## config.mk

```make
export PLATFORM = sky130hd
export DESIGN_NAME = cpdc_top
export DESIGN_NICKNAME = d
export VERILOG_FILES = /design/src/pkg/cpdc_pkg.sv /design/src/cpdc_top.sv
export SDC_FILE = /design/constraint.sdc
export NUM_CORES = 1
export LEC_CHECK = 0
export BUFFER_PORTS_ARGS = -buffer_cell sky130_fd_sc_hd__buf_4
export CAP_MARGIN = 25
export CORE_MARGIN = 2
export CORE_UTILIZATION = 46
export DETAILED_ROUTE_END_ITERATION = 7
export PLACE_DENSITY = 0.76
export SLEW_MARGIN = 40
export SYNTH_ARGS = -nofsm -noshare
export SYNTH_HDL_FRONTEND = slang
export SYNTH_SLANG_ARGS = --single-unit
```

## constraint.sdc

```tcl
create_clock -name clk_i -period 6.51 [get_ports clk_i]
set_clock_uncertainty 0.05 [all_clocks]
set_input_delay 1.953 -clock clk_i [delete_from_list [all_inputs] [get_ports clk_i]]
set_output_delay 1.953 -clock clk_i [all_outputs]
set_load 0.1 [all_outputs]
```

## src/pkg/cpdc_pkg.sv

```systemverilog
// Package for the clock and power-down controller.
// Assumes a 32-bit classic Wishbone slave port, byte addressed.
package cpdc_pkg;
   localparam logic [7:0]  OFS_PWR    = 8'h00;
   localparam logic [7:0]  OFS_AHB    = 8'h04;
   localparam logic [7:0]  OFS_APB    = 8'h08;
   localparam logic [7:0]  OFS_SEL    = 8'h10;
   localparam logic [7:0]  OFS_DIV0   = 8'h14;
   localparam logic [7:0]  OFS_DIV1   = 8'h18;
   localparam logic [7:0]  OFS_PLL    = 8'h20;
   localparam logic [31:0] RST_PWR    = 32'h00FF_FF03;
   localparam logic [31:0] RST_AHB    = 32'h0000_0083;
   localparam logic [31:0] RST_APB    = 32'h0000_0007;
   localparam logic [31:0] RST_SEL    = 32'h0000_0000;
   localparam logic [31:0] RST_DIV    = 32'h0000_0000;
   localparam logic [31:0] RST_PLL    = 32'h0001_4035;
   localparam logic [31:0] MSK_PWR    = 32'h00FF_FF07;
   localparam logic [31:0] MSK_AHB    = 32'h0000_01C3;
   localparam logic [31:0] MSK_APB    = 32'h0000_037F;
   localparam logic [31:0] MSK_SEL    = 32'h0000_C0FF;
   localparam logic [31:0] MSK_DIV0   = 32'h00FF_FFCF;
   localparam logic [31:0] MSK_DIV1   = 32'h00FF_0000;
   localparam logic [31:0] MSK_PLL    = 32'h0007_FFFF;
   localparam int          B_XTAL     = 0;
   localparam int          B_WAKE     = 1;
   localparam int          B_IEN      = 2;
   localparam int          B_FLAG     = 3;
   localparam int          PS_LO      = 8;
   localparam int          PS_W       = 16;
   localparam int          B_CORE     = 0;
   localparam int          B_PBUS     = 1;
   localparam int          B_SFLASH   = 7;
   localparam int          B_AUDIO    = 8;
   localparam int          SEL_W      = 2;
   localparam int          HDIV_W     = 4;
   localparam int          PDIV_LO    = 6;
   localparam int          PDIV_W     = 2;
   localparam int          WAKE_SHIFT = 8;
   localparam int          WCNT_W     = PS_W + WAKE_SHIFT;
   localparam logic [1:0]  SRC_XTAL   = 2'h0;
   localparam logic [1:0]  SRC_PLL    = 2'h1;
   localparam logic [1:0]  SRC_PLL2   = 2'h2;
   localparam logic [1:0]  SRC_X32K   = 2'h3;
   typedef enum logic [1:0] {PWR_RUN, PWR_DOWN, PWR_WAIT} cpdc_pwr_t;
endpackage

```

## src/cpdc_top.sv

```systemverilog
// Clock and power-down controller: registers, wake counter, clock enables.
// Assumes a classic Wishbone master on clk_i (crystal clock), and source
// clocks delivered as clock-enable ticks sampled in this domain.
//
// Overview of operation
// AHB clock is chosen source halved
// Core at AHB rate, peripheral bus divided
// PLL referenced from crystal, serves as source
// Per-module gating, source select and dividers
// Crystal-run bit zero stops oscillator
// Wake waits pre-scale times 256 crystal cycles
// Wake-counter bit selects wait or skip
// Interrupt on crystal-run rise when enabled
// Resume flag set on rise, write-one clears
// GPIO, USB, host wake-ups resume too
// Bit 8 gates audio unit clock
// Bit 7 gates serial flash clocks
// Power-down register reset value
// AHB enable register reset value
// Bit 1 peripheral bus, bit 0 core
// Two-bit AHB source select field
// Clocks held during wake count, released clean
//
// Our own choice: the Wishbone register port.
module cpdc_top (
   input  wire logic        clk_i,
   input  wire logic        srst_i,
   input  wire logic        wb_cyc_i,
   input  wire logic        wb_stb_i,
   input  wire logic        wb_we_i,
   input  wire logic [7:0]  wb_adr_i,
   input  wire logic [3:0]  wb_sel_i,
   input  wire logic [31:0] wb_dat_i,
   output logic      [31:0] wb_dat_o,
   output logic             wb_ack_o,
   input  wire logic        pll_tick_i,
   input  wire logic        x32k_tick_i,
   input  wire logic        wake_gpio_i,
   input  wire logic        wake_usb_i,
   input  wire logic        wake_host_i,
   output logic             xtal_run_o,
   output logic             pll_pd_o,
   output logic             hclk_en_o,
   output logic             core_clk_gate_o,
   output logic             periph_bus_clk_gate_o,
   output logic             serial_flash_clk_gate_o,
   output logic             audio_unit_clk_gate_o,
   output logic      [9:0]  apb_gate_o,
   output logic             resume_irq_o
);

   ////////////////////////////////////////////////////////////////////////
   // Register bank
   logic [31:0] pwr_q;
   logic [31:0] ahb_q;
   logic [31:0] apb_q;
   logic [31:0] sel_q;
   logic [31:0] div0_q;
   logic [31:0] div1_q;
   logic [31:0] pll_q;
   logic        wr_stb;
   logic [31:0] wr_mask;
   logic        rise;
   logic        wake_req;
   logic [2:0]  ext_s1_q;
   logic [2:0]  ext_s2_q;
   logic [1:0]  tick_s1_q;
   logic [1:0]  tick_s2_q;

   function automatic logic [31:0] lane_mask(input logic [3:0] sel);
      lane_mask = {{8{sel[3]}}, {8{sel[2]}}, {8{sel[1]}}, {8{sel[0]}}};
   endfunction

   function automatic logic [31:0] merge(input logic [31:0] old_v,
                                         input logic [31:0] new_v,
                                         input logic [31:0] m);
      merge = (old_v & ~m) | (new_v & m);
   endfunction

   assign wr_stb  = wb_cyc_i && wb_stb_i && wb_we_i && !wb_ack_o;
   assign wr_mask = lane_mask(wb_sel_i);

   // Two-flop synchronisers for pins and foreign-clock ticks
   always_ff @(posedge clk_i) begin
      ext_s1_q  <= {wake_host_i, wake_usb_i, wake_gpio_i};
      ext_s2_q  <= ext_s1_q;
      tick_s1_q <= {x32k_tick_i, pll_tick_i};
      tick_s2_q <= tick_s1_q;
   end

   // any wake source
   assign wake_req = |ext_s2_q;

   // Ack one cycle, then drop; every address answers
   always_ff @(posedge clk_i) begin
      if (srst_i) begin
         wb_ack_o <= 1'b0;
      end else begin
         wb_ack_o <= wb_cyc_i && wb_stb_i && !wb_ack_o;
      end
   end

   always_ff @(posedge clk_i) begin
      if (srst_i) begin
         wb_dat_o <= 32'h0000_0000;
      end else if (wb_cyc_i && wb_stb_i && !wb_ack_o) begin
         unique case (wb_adr_i)
            cpdc_pkg::OFS_PWR:  wb_dat_o <= pwr_q;
            cpdc_pkg::OFS_AHB:  wb_dat_o <= ahb_q;
            cpdc_pkg::OFS_APB:  wb_dat_o <= apb_q;
            cpdc_pkg::OFS_SEL:  wb_dat_o <= sel_q;
            cpdc_pkg::OFS_DIV0: wb_dat_o <= div0_q;
            cpdc_pkg::OFS_DIV1: wb_dat_o <= div1_q;
            cpdc_pkg::OFS_PLL:  wb_dat_o <= pll_q;
            default:            wb_dat_o <= 32'h0000_0000;
         endcase
      end
   end

   // power-down register, flag is write-one-clear
   always_ff @(posedge clk_i) begin
      if (srst_i) begin
         pwr_q <= cpdc_pkg::RST_PWR;
      end else begin
         if (wr_stb && wb_adr_i == cpdc_pkg::OFS_PWR) begin
            pwr_q <= merge(pwr_q, wb_dat_i, wr_mask & cpdc_pkg::MSK_PWR);
            // write one clears
            if (wr_mask[cpdc_pkg::B_FLAG] && wb_dat_i[cpdc_pkg::B_FLAG]) begin
               pwr_q[cpdc_pkg::B_FLAG] <= 1'b0;
            end else begin
               pwr_q[cpdc_pkg::B_FLAG] <= pwr_q[cpdc_pkg::B_FLAG];
            end
         end
         // hardware wake re-runs crystal
         if (wake_req && !pwr_q[cpdc_pkg::B_XTAL]) begin
            pwr_q[cpdc_pkg::B_XTAL] <= 1'b1;
         end
         // set wins over clear
         if (rise) begin
            pwr_q[cpdc_pkg::B_FLAG] <= 1'b1;
         end
      end
   end

   // AHB enable reset value; other banks
   always_ff @(posedge clk_i) begin
      if (srst_i) begin
         ahb_q  <= cpdc_pkg::RST_AHB;
         apb_q  <= cpdc_pkg::RST_APB;
         sel_q  <= cpdc_pkg::RST_SEL;
         div0_q <= cpdc_pkg::RST_DIV;
         div1_q <= cpdc_pkg::RST_DIV;
         pll_q  <= cpdc_pkg::RST_PLL;
      end else if (wr_stb) begin
         unique case (wb_adr_i)
            cpdc_pkg::OFS_AHB:  ahb_q  <= merge(ahb_q, wb_dat_i, wr_mask & cpdc_pkg::MSK_AHB);
            cpdc_pkg::OFS_APB:  apb_q  <= merge(apb_q, wb_dat_i, wr_mask & cpdc_pkg::MSK_APB);
            cpdc_pkg::OFS_SEL:  sel_q  <= merge(sel_q, wb_dat_i, wr_mask & cpdc_pkg::MSK_SEL);
            cpdc_pkg::OFS_DIV0: div0_q <= merge(div0_q, wb_dat_i, wr_mask & cpdc_pkg::MSK_DIV0);
            cpdc_pkg::OFS_DIV1: div1_q <= merge(div1_q, wb_dat_i, wr_mask & cpdc_pkg::MSK_DIV1);
            cpdc_pkg::OFS_PLL:  pll_q  <= merge(pll_q, wb_dat_i, wr_mask & cpdc_pkg::MSK_PLL);
            default:            ;
         endcase
      end
   end

   ////////////////////////////////////////////////////////////////////////
   // Power state and wake counter
   cpdc_pkg::cpdc_pwr_t         st_q;
   logic                        xtal_d1_q;
   logic [cpdc_pkg::WCNT_W-1:0] wcnt_q;
   logic                        first_q;
   logic                        clk_ok_q;

   assign rise = pwr_q[cpdc_pkg::B_XTAL] && !xtal_d1_q;

   always_ff @(posedge clk_i) begin
      if (srst_i) begin
         xtal_d1_q <= 1'b1;
      end else begin
         xtal_d1_q <= pwr_q[cpdc_pkg::B_XTAL];
      end
   end

   // wait after reset only if wake counter on
   always_ff @(posedge clk_i) begin
      if (srst_i) begin
         first_q <= 1'b1;
      end else begin
         first_q <= 1'b0;
      end
   end

   // count pre-scale times 256
   always_ff @(posedge clk_i) begin
      if (srst_i) begin
         st_q   <= cpdc_pkg::PWR_WAIT;
         wcnt_q <= '0;
      end else begin
         unique case (st_q)
            cpdc_pkg::PWR_RUN: begin
               if (!pwr_q[cpdc_pkg::B_XTAL]) begin
                  st_q <= cpdc_pkg::PWR_DOWN;
               end
            end
            cpdc_pkg::PWR_DOWN: begin
               wcnt_q <= '0;
               if (pwr_q[cpdc_pkg::B_XTAL]) begin
                  st_q <= cpdc_pkg::PWR_WAIT;
               end
            end
            cpdc_pkg::PWR_WAIT: begin
               if (!pwr_q[cpdc_pkg::B_XTAL]) begin
                  st_q <= cpdc_pkg::PWR_DOWN;
               end else if (!pwr_q[cpdc_pkg::B_WAKE] ||
                            wcnt_q >= {pwr_q[cpdc_pkg::PS_LO +: cpdc_pkg::PS_W],
                                       8'h00}) begin
                  st_q   <= cpdc_pkg::PWR_RUN;
                  wcnt_q <= '0;
               end else if (!first_q) begin
                  wcnt_q <= wcnt_q + 1'b1;
               end
            end
         endcase
      end
   end

   // clocks held until wake ends
   always_ff @(posedge clk_i) begin
      if (srst_i) begin
         clk_ok_q <= 1'b0;
      end else begin
         clk_ok_q <= (st_q == cpdc_pkg::PWR_RUN) && pwr_q[cpdc_pkg::B_XTAL];
      end
   end

   ////////////////////////////////////////////////////////////////////////
   // AHB and peripheral clock enables
   logic                        src_tick;
   logic                        half_q;
   logic [cpdc_pkg::HDIV_W-1:0] hcnt_q;
   logic [cpdc_pkg::PDIV_W-1:0] pcnt_q;
   logic                        hclk_tick;
   logic                        pll2_q;

   always_ff @(posedge clk_i) begin
      if (srst_i) begin
         pll2_q <= 1'b0;
      end else if (tick_s2_q[0]) begin
         pll2_q <= ~pll2_q;
      end
   end

   // source selection  R3: PLL as source
   always_comb begin
      unique case (sel_q[cpdc_pkg::SEL_W-1:0])
         cpdc_pkg::SRC_XTAL: src_tick = 1'b1;
         cpdc_pkg::SRC_PLL:  src_tick = tick_s2_q[0] && !pll_q[16];
         cpdc_pkg::SRC_PLL2: src_tick = tick_s2_q[0] && pll2_q && !pll_q[16];
         cpdc_pkg::SRC_X32K: src_tick = tick_s2_q[1];
      endcase
   end

   // halve, then divide by N+1
   always_ff @(posedge clk_i) begin
      if (srst_i || !clk_ok_q) begin
         half_q <= 1'b0;
         hcnt_q <= '0;
      end else if (src_tick) begin
         half_q <= ~half_q;
         if (half_q) begin
            hcnt_q <= (hcnt_q == div0_q[cpdc_pkg::HDIV_W-1:0]) ? '0 : hcnt_q + 1'b1;
         end
      end
   end

   assign hclk_tick = clk_ok_q && src_tick && half_q &&
                      (hcnt_q == div0_q[cpdc_pkg::HDIV_W-1:0]);

   // peripheral bus divided from AHB
   always_ff @(posedge clk_i) begin
      if (srst_i || !clk_ok_q) begin
         pcnt_q <= '0;
      end else if (hclk_tick) begin
         pcnt_q <= (pcnt_q == div0_q[cpdc_pkg::PDIV_LO +: cpdc_pkg::PDIV_W]) ?
                   '0 : pcnt_q + 1'b1;
      end
   end

   // per-module gating  R11  R12  R15
   always_ff @(posedge clk_i) begin
      if (srst_i) begin
         hclk_en_o               <= 1'b0;
         core_clk_gate_o         <= 1'b0;
         periph_bus_clk_gate_o   <= 1'b0;
         serial_flash_clk_gate_o <= 1'b0;
         audio_unit_clk_gate_o   <= 1'b0;
         apb_gate_o              <= '0;
      end else begin
         hclk_en_o               <= hclk_tick;
         core_clk_gate_o         <= hclk_tick && ahb_q[cpdc_pkg::B_CORE];
         periph_bus_clk_gate_o   <= hclk_tick && ahb_q[cpdc_pkg::B_PBUS] &&
                                    pcnt_q == div0_q[cpdc_pkg::PDIV_LO +: cpdc_pkg::PDIV_W];
         serial_flash_clk_gate_o <= hclk_tick && ahb_q[cpdc_pkg::B_SFLASH];
         audio_unit_clk_gate_o   <= hclk_tick && ahb_q[cpdc_pkg::B_AUDIO];
         apb_gate_o              <= clk_ok_q ? apb_q[9:0] : '0;
      end
   end

   // crystal control  R8: resume interrupt
   always_ff @(posedge clk_i) begin
      if (srst_i) begin
         xtal_run_o   <= 1'b1;
         pll_pd_o     <= 1'b0;
         resume_irq_o <= 1'b0;
      end else begin
         xtal_run_o   <= pwr_q[cpdc_pkg::B_XTAL];
         pll_pd_o     <= pll_q[16] || !pwr_q[cpdc_pkg::B_XTAL];
         resume_irq_o <= pwr_q[cpdc_pkg::B_FLAG] && pwr_q[cpdc_pkg::B_IEN];
      end
   end

   ////////////////////////////////////////////////////////////////////////
   // Checks
   flag_set_a: assert property (@(posedge clk_i) disable iff (srst_i)
      rise |=> pwr_q[cpdc_pkg::B_FLAG])
      else $error("resume flag not set on rise");
   irq_follow_a: assert property (@(posedge clk_i) disable iff (srst_i)
      pwr_q[cpdc_pkg::B_FLAG] && pwr_q[cpdc_pkg::B_IEN] |=> resume_irq_o)
      else $error("resume interrupt missing");
   hold_wait_a: assert property (@(posedge clk_i) disable iff (srst_i)
      st_q != cpdc_pkg::PWR_RUN |=> !hclk_tick)
      else $error("clock leaked during wake");
   skip_wait_a: assert property (@(posedge clk_i) disable iff (srst_i)
      st_q == cpdc_pkg::PWR_WAIT && pwr_q[cpdc_pkg::B_XTAL] && !pwr_q[cpdc_pkg::B_WAKE]
      |=> st_q == cpdc_pkg::PWR_RUN)
      else $error("wait not skipped");
   xtal_down_a: assert property (@(posedge clk_i) disable iff (srst_i)
      !pwr_q[cpdc_pkg::B_XTAL] |=> !xtal_run_o && !clk_ok_q)
      else $error("crystal not stopped");
   audio_gate_a: assert property (@(posedge clk_i) disable iff (srst_i)
      !ahb_q[cpdc_pkg::B_AUDIO] |=> !audio_unit_clk_gate_o)
      else $error("audio clock not gated");
   flash_gate_a: assert property (@(posedge clk_i) disable iff (srst_i)
      !ahb_q[cpdc_pkg::B_SFLASH] |=> !serial_flash_clk_gate_o)
      else $error("flash clock not gated");
   core_gate_a: assert property (@(posedge clk_i) disable iff (srst_i)
      !ahb_q[cpdc_pkg::B_CORE] |=> !core_clk_gate_o)
      else $error("core clock not gated");
   ahb_half_a: assert property (@(posedge clk_i) disable iff (srst_i)
      hclk_tick |=> !hclk_tick)
      else $error("ahb tick not halved");
   wake_res_a: assert property (@(posedge clk_i) disable iff (srst_i)
      wake_req && !pwr_q[cpdc_pkg::B_XTAL] |=> pwr_q[cpdc_pkg::B_XTAL])
      else $error("wake source ignored");
endmodule
```

* Word-level counts from Yosys, hierarchy flattened
Index checks and enable logic that the tools add are counted.
Widths: inputs -> output; s select.
** Cells by class
- Add/subtract/negate cells :: 3
- Magnitude comparators :: 1
- Eq/ne operators :: 18
- Muxes and demuxes :: 17
- Bitwise logic cells :: 31
- Reduce and logical (&&, ||, !) cells :: 49
** Operator list (count)
- $and 32x32->32 :: 7
- $or 32x32->32 :: 7
- $pmux 32 s7 :: 1
- $and 32x24->32 :: 3
- $not 24->32 :: 3
- $mux 24 :: 3
- $pmux 24 s2 :: 1
- $and 32x10->32 :: 1
- $and 32x16->32 :: 1
- $and 32x19->32 :: 1
- $and 32x9->32 :: 1
- $not 10->32 :: 1
- $not 16->32 :: 1
- $not 19->32 :: 1
- $not 9->32 :: 1
- $add 24x1->24 const B :: 1
- $eq 8x5->1 const B :: 3
- $ge 24x24->1 :: 1
- $logic_and 1x1->1 :: 21
- $reduce_and 2->1 :: 8
- $mux 2 :: 5
- $eq 8x3->1 const B :: 1
- $eq 8x4->1 const B :: 1
- $eq 8x6->1 const B :: 1
- other kinds (21) :: 44
** Word-level totals
- Bits in registers :: 321
- Input port bits :: 54
- Output and inout port bits :: 51
- Logic and storage cells :: 151

* Logic depth before layout (Yosys ltp)
Gate-level depths: netlist of run 1.
- Depth in word-level cells :: 8
- Gate-level depth with buffers :: 9
- Gate-level depth less buffers :: 8

* Least setup slack after synthesis of run 1
No wires, ideal clock.
- Path type :: input to register
- Start :: input wb_adr_i[1]
- End :: register with a tool-made name
- Library setup time :: 120 ps
- Data arrival time :: 3460 ps
- Required time :: 6340 ps
- Path slack :: 2880 ps
- Cell stages on the path :: 7
- Buffers on the path :: 1
- Cells stage by stage :: or4_4 nor3_4 and3b_1 and2_1 buf_4 nor2b_1 a211o_1
** RTL lines
- from (decl) :: RTL line cpdc_top.sv:31 : input wire logic [7:0] wb_adr_i,

==> results.json, run 1 <==
{
  "internal_power_mw": 1.73,
  "setup_viol": 0,
  "end_kind": "flop",
  "fp.dieW_um": 135,
  "antenna_cells": 0,
  "setup_tns_ps": 0,
  "synth_cell_type_count": 64,
  "synthDominantCellAreaShare": 0.457,
  "crit_chain": "buf_4 -> or4_4 -> nor3_4 -> and3b_1 -> and2_1 -> nor2b_1 -> a211o_1",
  "cts_max_level": 4,
  "power.switching_mw": 0.553,
  "ir_drop_uv": 178,
  "fin_util": 0.542,
  "register_area_um2": 3620,
  "numCtsBuffers": 17,
  "die_height_um": 135,
  "design.die.area_um2": 18300,
  "maxSlewHeadroom": 0.456,
  "tightest_slew_ps": 817,
  "wl_per_cell_um": 16.5,
  "synth_area_leaders": "dfxtp_1 (46%), nand2_1 (6.8%), a21oi_1 (4.5%)",
  "ios": 105,
  "cp.arrival_ps": 4430,
  "ff2ff_setup_slack_ps": 3810,
  "synth_area_um2": 7930,
  "finalHoldViolations": 0,
  "rows": 48,
  "layout_common_cells": "dfxtp_1 (181), nand2_1 (143), buf_4 (88)",
  "maxCapViolations": 0,
  "drc": 0,
  "fill_cells": 1592,
  "async_flop_share": 0,
  "place.gp.congestion": 0.855,
  "dp_hpwl_um": 14000,
  "seq_area_frac_synth": 0.457,
  "ant_nets": 0,
  "post_cts_buffers": 0,
  "clk_latency_ps": 440,
  "criticalPathCategory": "input port to flop",
  "initial_core_util": 0.465,
  "area_delta_synth_final_pct": 16.6,
  "drt-total-wl_um": 20000,
  "ctsResizeCount": 0,
  "portBuffers": 86,
  "hp-class": "flop to flop",
  "status": "complete, no violations",
  "synth_flop_cell": "dfxtp_1",
  "drt-vias-per-instance": 5.61,
  "max_freq_mhz": 241,
  "yosys_warnings": 0,
  "core_area_um2": 17100,
  "rsz0062_at_grt": "no",
  "p_leak_nw": 3.62,
  "synth-edff-count": 0,
  "grt_use_total": 0.222,
  "syn_inst": 913,
  "num_vias": 6801,
  "dr.first_iter.drc_count": 662,
  "p_clk_frac": 0.464,
  "start_kind": "input port",
  "hold_buffers": 0,
  "comb_power_share": 0.048,
  "grt_pass1_vias": 6326,
  "multi_input_comb_area_um2": 3960,
  "cts_root_buf": "clkbuf_16",
  "cts.sinks": 181,
  "cp_max_fo": 12,
  "clk_pin_slew_ps": 70,
  "reg2reg_from": "wb_ack_o",
  "ys_ff_latch": 181,
  "fin_crit_sh": 0.638,
  "antenna_found_initial": 0,
  "grt_pass1_wl_um": 32100,
  "drtPass1Iterations": 5,
  "p_seq_frac": 0.488,
  "critPathRequiredTime_ps": 6790,
  "rr_worst_depth": 5,
  "cpMaxStageDelayCell": "and2_1",
  "layout_commonest_cell": "dfxtp_1",
  "grt-ovfl-total": 0,
  "nets": 1051,
  "clk_path_buf_depth": 2,
  "slowest_delay_ps": 600,
  "finalMaxSlewViolations": 0,
  "cts_tree": "done",
  "drive_gt1_frac": 0.151,
  "min_period_ps": 4150,
  "swShare": 0.242,
  "yosysTopAreaCell": "dfxtp_1",
  "powerDensity_nw_per_um2": 247,
  "crit_start": "wb_adr_i[1]",
  "grt_max_degree": 91,
  "syn_avg_cell_area_um2": 8.69
}
stage by stage:
stage	instances	hold WS (ps)	worst slack, ps	cell area [um^2]	total power, mW
final	1213	275	2360	9250	2.29
after global placement	1179	261	2000	8620	1.25
after CTS	1212	279	2380	9230	2.30
after global routing	1213	285	2250	9250	2.35
after detailed placement	1180	262	1930	8630	1.25
after floorplan	921	260	2880	7960	1.21
cell usage after synthesis, drive strengths merged, types with 3 or more instances:
master,number
nor2b,18
nand3b,18
nor2,81
inv,26
or3,12
xor2,6
nor3b,5
o21ai,33
nand3,49
nand2,145
a21oi,71
buf,28
nand4,12
clkbuf,27
o311ai,11
mux2i,29
a211o,13
a221oi,3
and2,20
a2bb2oi,8
nor3,8
or2,5
ha,22
nor4,3
a21o,7
nand2b,6
a22oi,9
and3,11
a222oi,14
dfxtp,181
a22o,7
power by group through the flow:
stage / Sequential (mW) / Combinational, mW / Clock, mW
5_1_grt: 1.12 / 0.116 / 1.12
3_3_place_gp: 1.14 / 0.107 / 0
2_1_floorplan: 1.15 / 0.0647 / 0
3_5_place_dp: 1.14 / 0.108 / 0
6_report: 1.12 / 0.110 / 1.06
4_1_cts: 1.12 / 0.108 / 1.07
metal layers:
layer | track usage | vias to the layer above | share of wire
met1 | 0.300 | 3187 | 0.46
met5 | 0 | - | 0
met2 | 0.350 | 254 | 0.45
li1 | - | 3327 | -
met4 | 0.0828 | 0 | 0.022
met3 | 0.0464 | 33 | 0.072
final cells by class:
type                            instances  area share
Clock inverter                         13      0.0170
Sequential cell                       181       0.392
Clock buffer                           19      0.0479
Multi-Input combinational cell        659       0.429
Tap cell                              225      0.0304
Inverter                               26      0.0106
Timing Repair Buffer                   90      0.0739
worst min path at each step:
stage | from | endpoint | slack (ps) | depth (start not counted)
after floorplan | ext_s1_q[0] | ext_s2_q[0] | 260 | 0
after global placement | ext_s1_q[1] | ext_s2_q[1] | 260 | 0
after detailed placement | ext_s1_q[1] | ext_s2_q[1] | 260 | 0
after CTS | ext_s1_q[1] | ext_s2_q[1] | 280 | 0
after global routing | tick_s1_q[0] | tick_s2_q[0] | 280 | 0
final | tick_s1_q[0] | tick_s2_q[0] | 270 | 0
worst max-delay path: cells and delay by family:
family          cells  cell delay [ps]
compound gates      1              290
buf+inv             1              110
simple gates        5             2070
kinds of logic after synthesis:
kind of cell | after synthesis | synth area share
AO/OA/AOI/OAI | 188 | 0.158
XOR/XNOR | 7 | 0.00773
adder cells (fa/ha/maj) | 22 | 0.0347
buffers and inverters | 81 | 0.0484
flip-flops | 181 | 0.457
multiplexers | 31 | 0.0394
other | 1 | 0.000473
AND/OR/NAND/NOR | 402 | 0.254
Power figures use the tool's default switching activity.
==> run 2, diff against run 1 <==
--- a/config.mk
+++ b/config.mk
@@ -10,7 +10,7 @@
 export CORE_MARGIN = 2
 export CORE_UTILIZATION = 46
 export DETAILED_ROUTE_END_ITERATION = 7
-export PLACE_DENSITY = 0.76
+export PLACE_DENSITY = 0.78
 export SLEW_MARGIN = 40
 export SYNTH_ARGS = -nofsm -noshare
 export SYNTH_HDL_FRONTEND = slang
==> constraint.sdc (replaced) <==
create_clock -name clk_i -period 3.6 [get_ports clk_i]
set_clock_uncertainty 0.05 [all_clocks]
set_input_delay 1.08 -clock clk_i [delete_from_list [all_inputs] [get_ports clk_i]]
set_output_delay 1.08 -clock clk_i [all_outputs]
set_load 0.1 [all_outputs]
==> run 2 against run 1 <==
Net effect:
- via count grew 2.8%
- die area unchanged
- final cell count up 1.1%
- highest routed layer unchanged
- routed wire length increased by 2.3%
- final area is 0.60% higher
- core utilization up 0.32 points
- count of clock-buffer cells in the layout is the same
- largest cell class unchanged
==> results.json, run 2 (synthesized netlist as in run 1, its figures left out) <==
{
  "ctsResizeCount": 0,
  "clk_path_buf_depth": 2,
  "post_cts_buffers": 0,
  "rsz0062_at_grt": "no",
  "hold_path.startpoint": "ext_s1_q[1]",
  "hold_buffers": 0,
  "clk_pin_slew_ps": 70,
  "layout_commonest_cell": "dfxtp_1",
  "grt_pass1_vias": 6341,
  "criticalPathCategory": "input port to flop",
  "dp_hpwl_um": 14400,
  "clk_latency_ps": 430,
  "start_kind": "input port",
  "antenna_cells": 0,
  "status": "complete, no violations",
  "crit_start": "wb_adr_i[1]",
  "drtPass1Iterations": 6,
  "fill_cells": 1576,
  "cts.sinks": 181,
  "ff2ff_setup_slack_ps": 900,
  "die_height_um": 135,
  "place.gp.congestion": 0.868,
  "setup_tns_ps": 0,
  "maxSlewHeadroom": 0.449,
  "reg2reg_from": "wcnt_q[9]",
  "layout_common_cells": "dfxtp_1 (181), nand2_1 (143), buf_4 (101)",
  "antenna_found_initial": 0,
  "min_period_ps": 2820,
  "grt_max_degree": 54,
  "hp-class": "flop to flop",
  "finalMaxSlewViolations": 0,
  "p_leak_nw": 3.66,
  "area_delta_synth_final_pct": 17.3,
  "ios": 105,
  "finalHoldViolations": 0,
  "dr.first_iter.drc_count": 692,
  "num_vias": 6994,
  "cts_tree": "done",
  "ir_drop_uv": 353,
  "nets": 1064,
  "rows": 48,
  "design.die.area_um2": 18300,
  "numCtsBuffers": 17,
  "drive_gt1_frac": 0.158,
  "holdPathEnd": "ext_s2_q[1]",
  "tightest_slew_ps": 825,
  "min_path_cells": 0,
  "grt_pass1_wl_um": 32800,
  "setup_viol": 0,
  "maxCapViolations": 0,
  "grt_use_total": 0.228,
  "holdWs_ps": 280,
  "drc": 0,
  "cp_max_fo": 6,
  "drt-vias-per-instance": 5.70,
  "rr_worst_depth": 7,
  "powerDensity_nw_per_um2": 429,
  "ant_nets": 0,
  "cp.arrival_ps": 3070,
  "core_area_um2": 17100,
  "cts_max_level": 4,
  "end_kind": "flop",
  "portBuffers": 86,
  "fp.dieW_um": 135,
  "critPathRequiredTime_ps": 3860,
  "total_power_mw": 3.99,
  "wl_per_cell_um": 16.7,
  "fin_crit_sh": 0.782,
  "initial_core_util": 0.465,
  "cts_root_buf": "clkbuf_16",
  "drt-total-wl_um": 20400,
  "max_freq_mhz": 355,
  "grt-ovfl-total": 0,
  "reg2reg_to": "wcnt_q[23]"
}
run 2: cell count changes in the layout (fill, tap and decap cells not counted), moves of 2 or more:
cell,before,now
buf_4,88,101
bufinv_16,2,0
and3_2,2,0
and3_1,9,11
run 2: layout make-up:
class	instances	area [um^2]	area share
Clock inverter	13	114	0.0122
Clock buffer	19	443	0.0476
Multi-Input combinational cell	659	3960	0.425
Tap cell	225	282	0.0303
Timing Repair Buffer	103	790	0.0848
Sequential cell	181	3620	0.389
Inverter	26	97.6	0.0105
run 2: per-layer routing:
layer  share of wire  GRT usage
met1            0.45      0.316
met2            0.45      0.354
met3           0.066     0.0479
met4           0.026     0.0747
met5               0          0
run 2: worst max-delay path, stage by stage:
cell	delay (ps)
buf_4	120
or4_4	570
nor2_1	190
and3_1	370
and2_1	420
mux2i_1	250
nor2_1	60
run 2: stage by stage:
step           cell area, um^2  setup slack [ps]  std cells  utilization
2_1_floorplan             7960               843        921            -
3_3_place_gp              8730               437       1193        0.512
3_5_place_dp              8750               391       1194        0.513
4_1_cts                   9300               823       1226        0.545
5_1_grt                   9310               731       1226        0.546
6_report                  9310               785       1226        0.546
run 2: how the worst max path moves through the flow:
stage	to	depth (start not counted)
5_1_grt	flop	7
3_5_place_dp	flop	7
4_1_cts	flop	7
2_1_floorplan	flop	7
3_3_place_gp	flop	7
6_report	flop	7
run 2: where the power goes:
part / total (mW) / internal, mW / leakage [nW] / switching, mW
sequential: 2.02 / 2.01 / 1.46 / 0.00661
combinational: 0.202 / 0.0585 / 1.93 / 0.143
clock: 1.77 / 0.928 / 0.268 / 0.846
total: 3.99 / 3.00 / 3.66 / 0.996
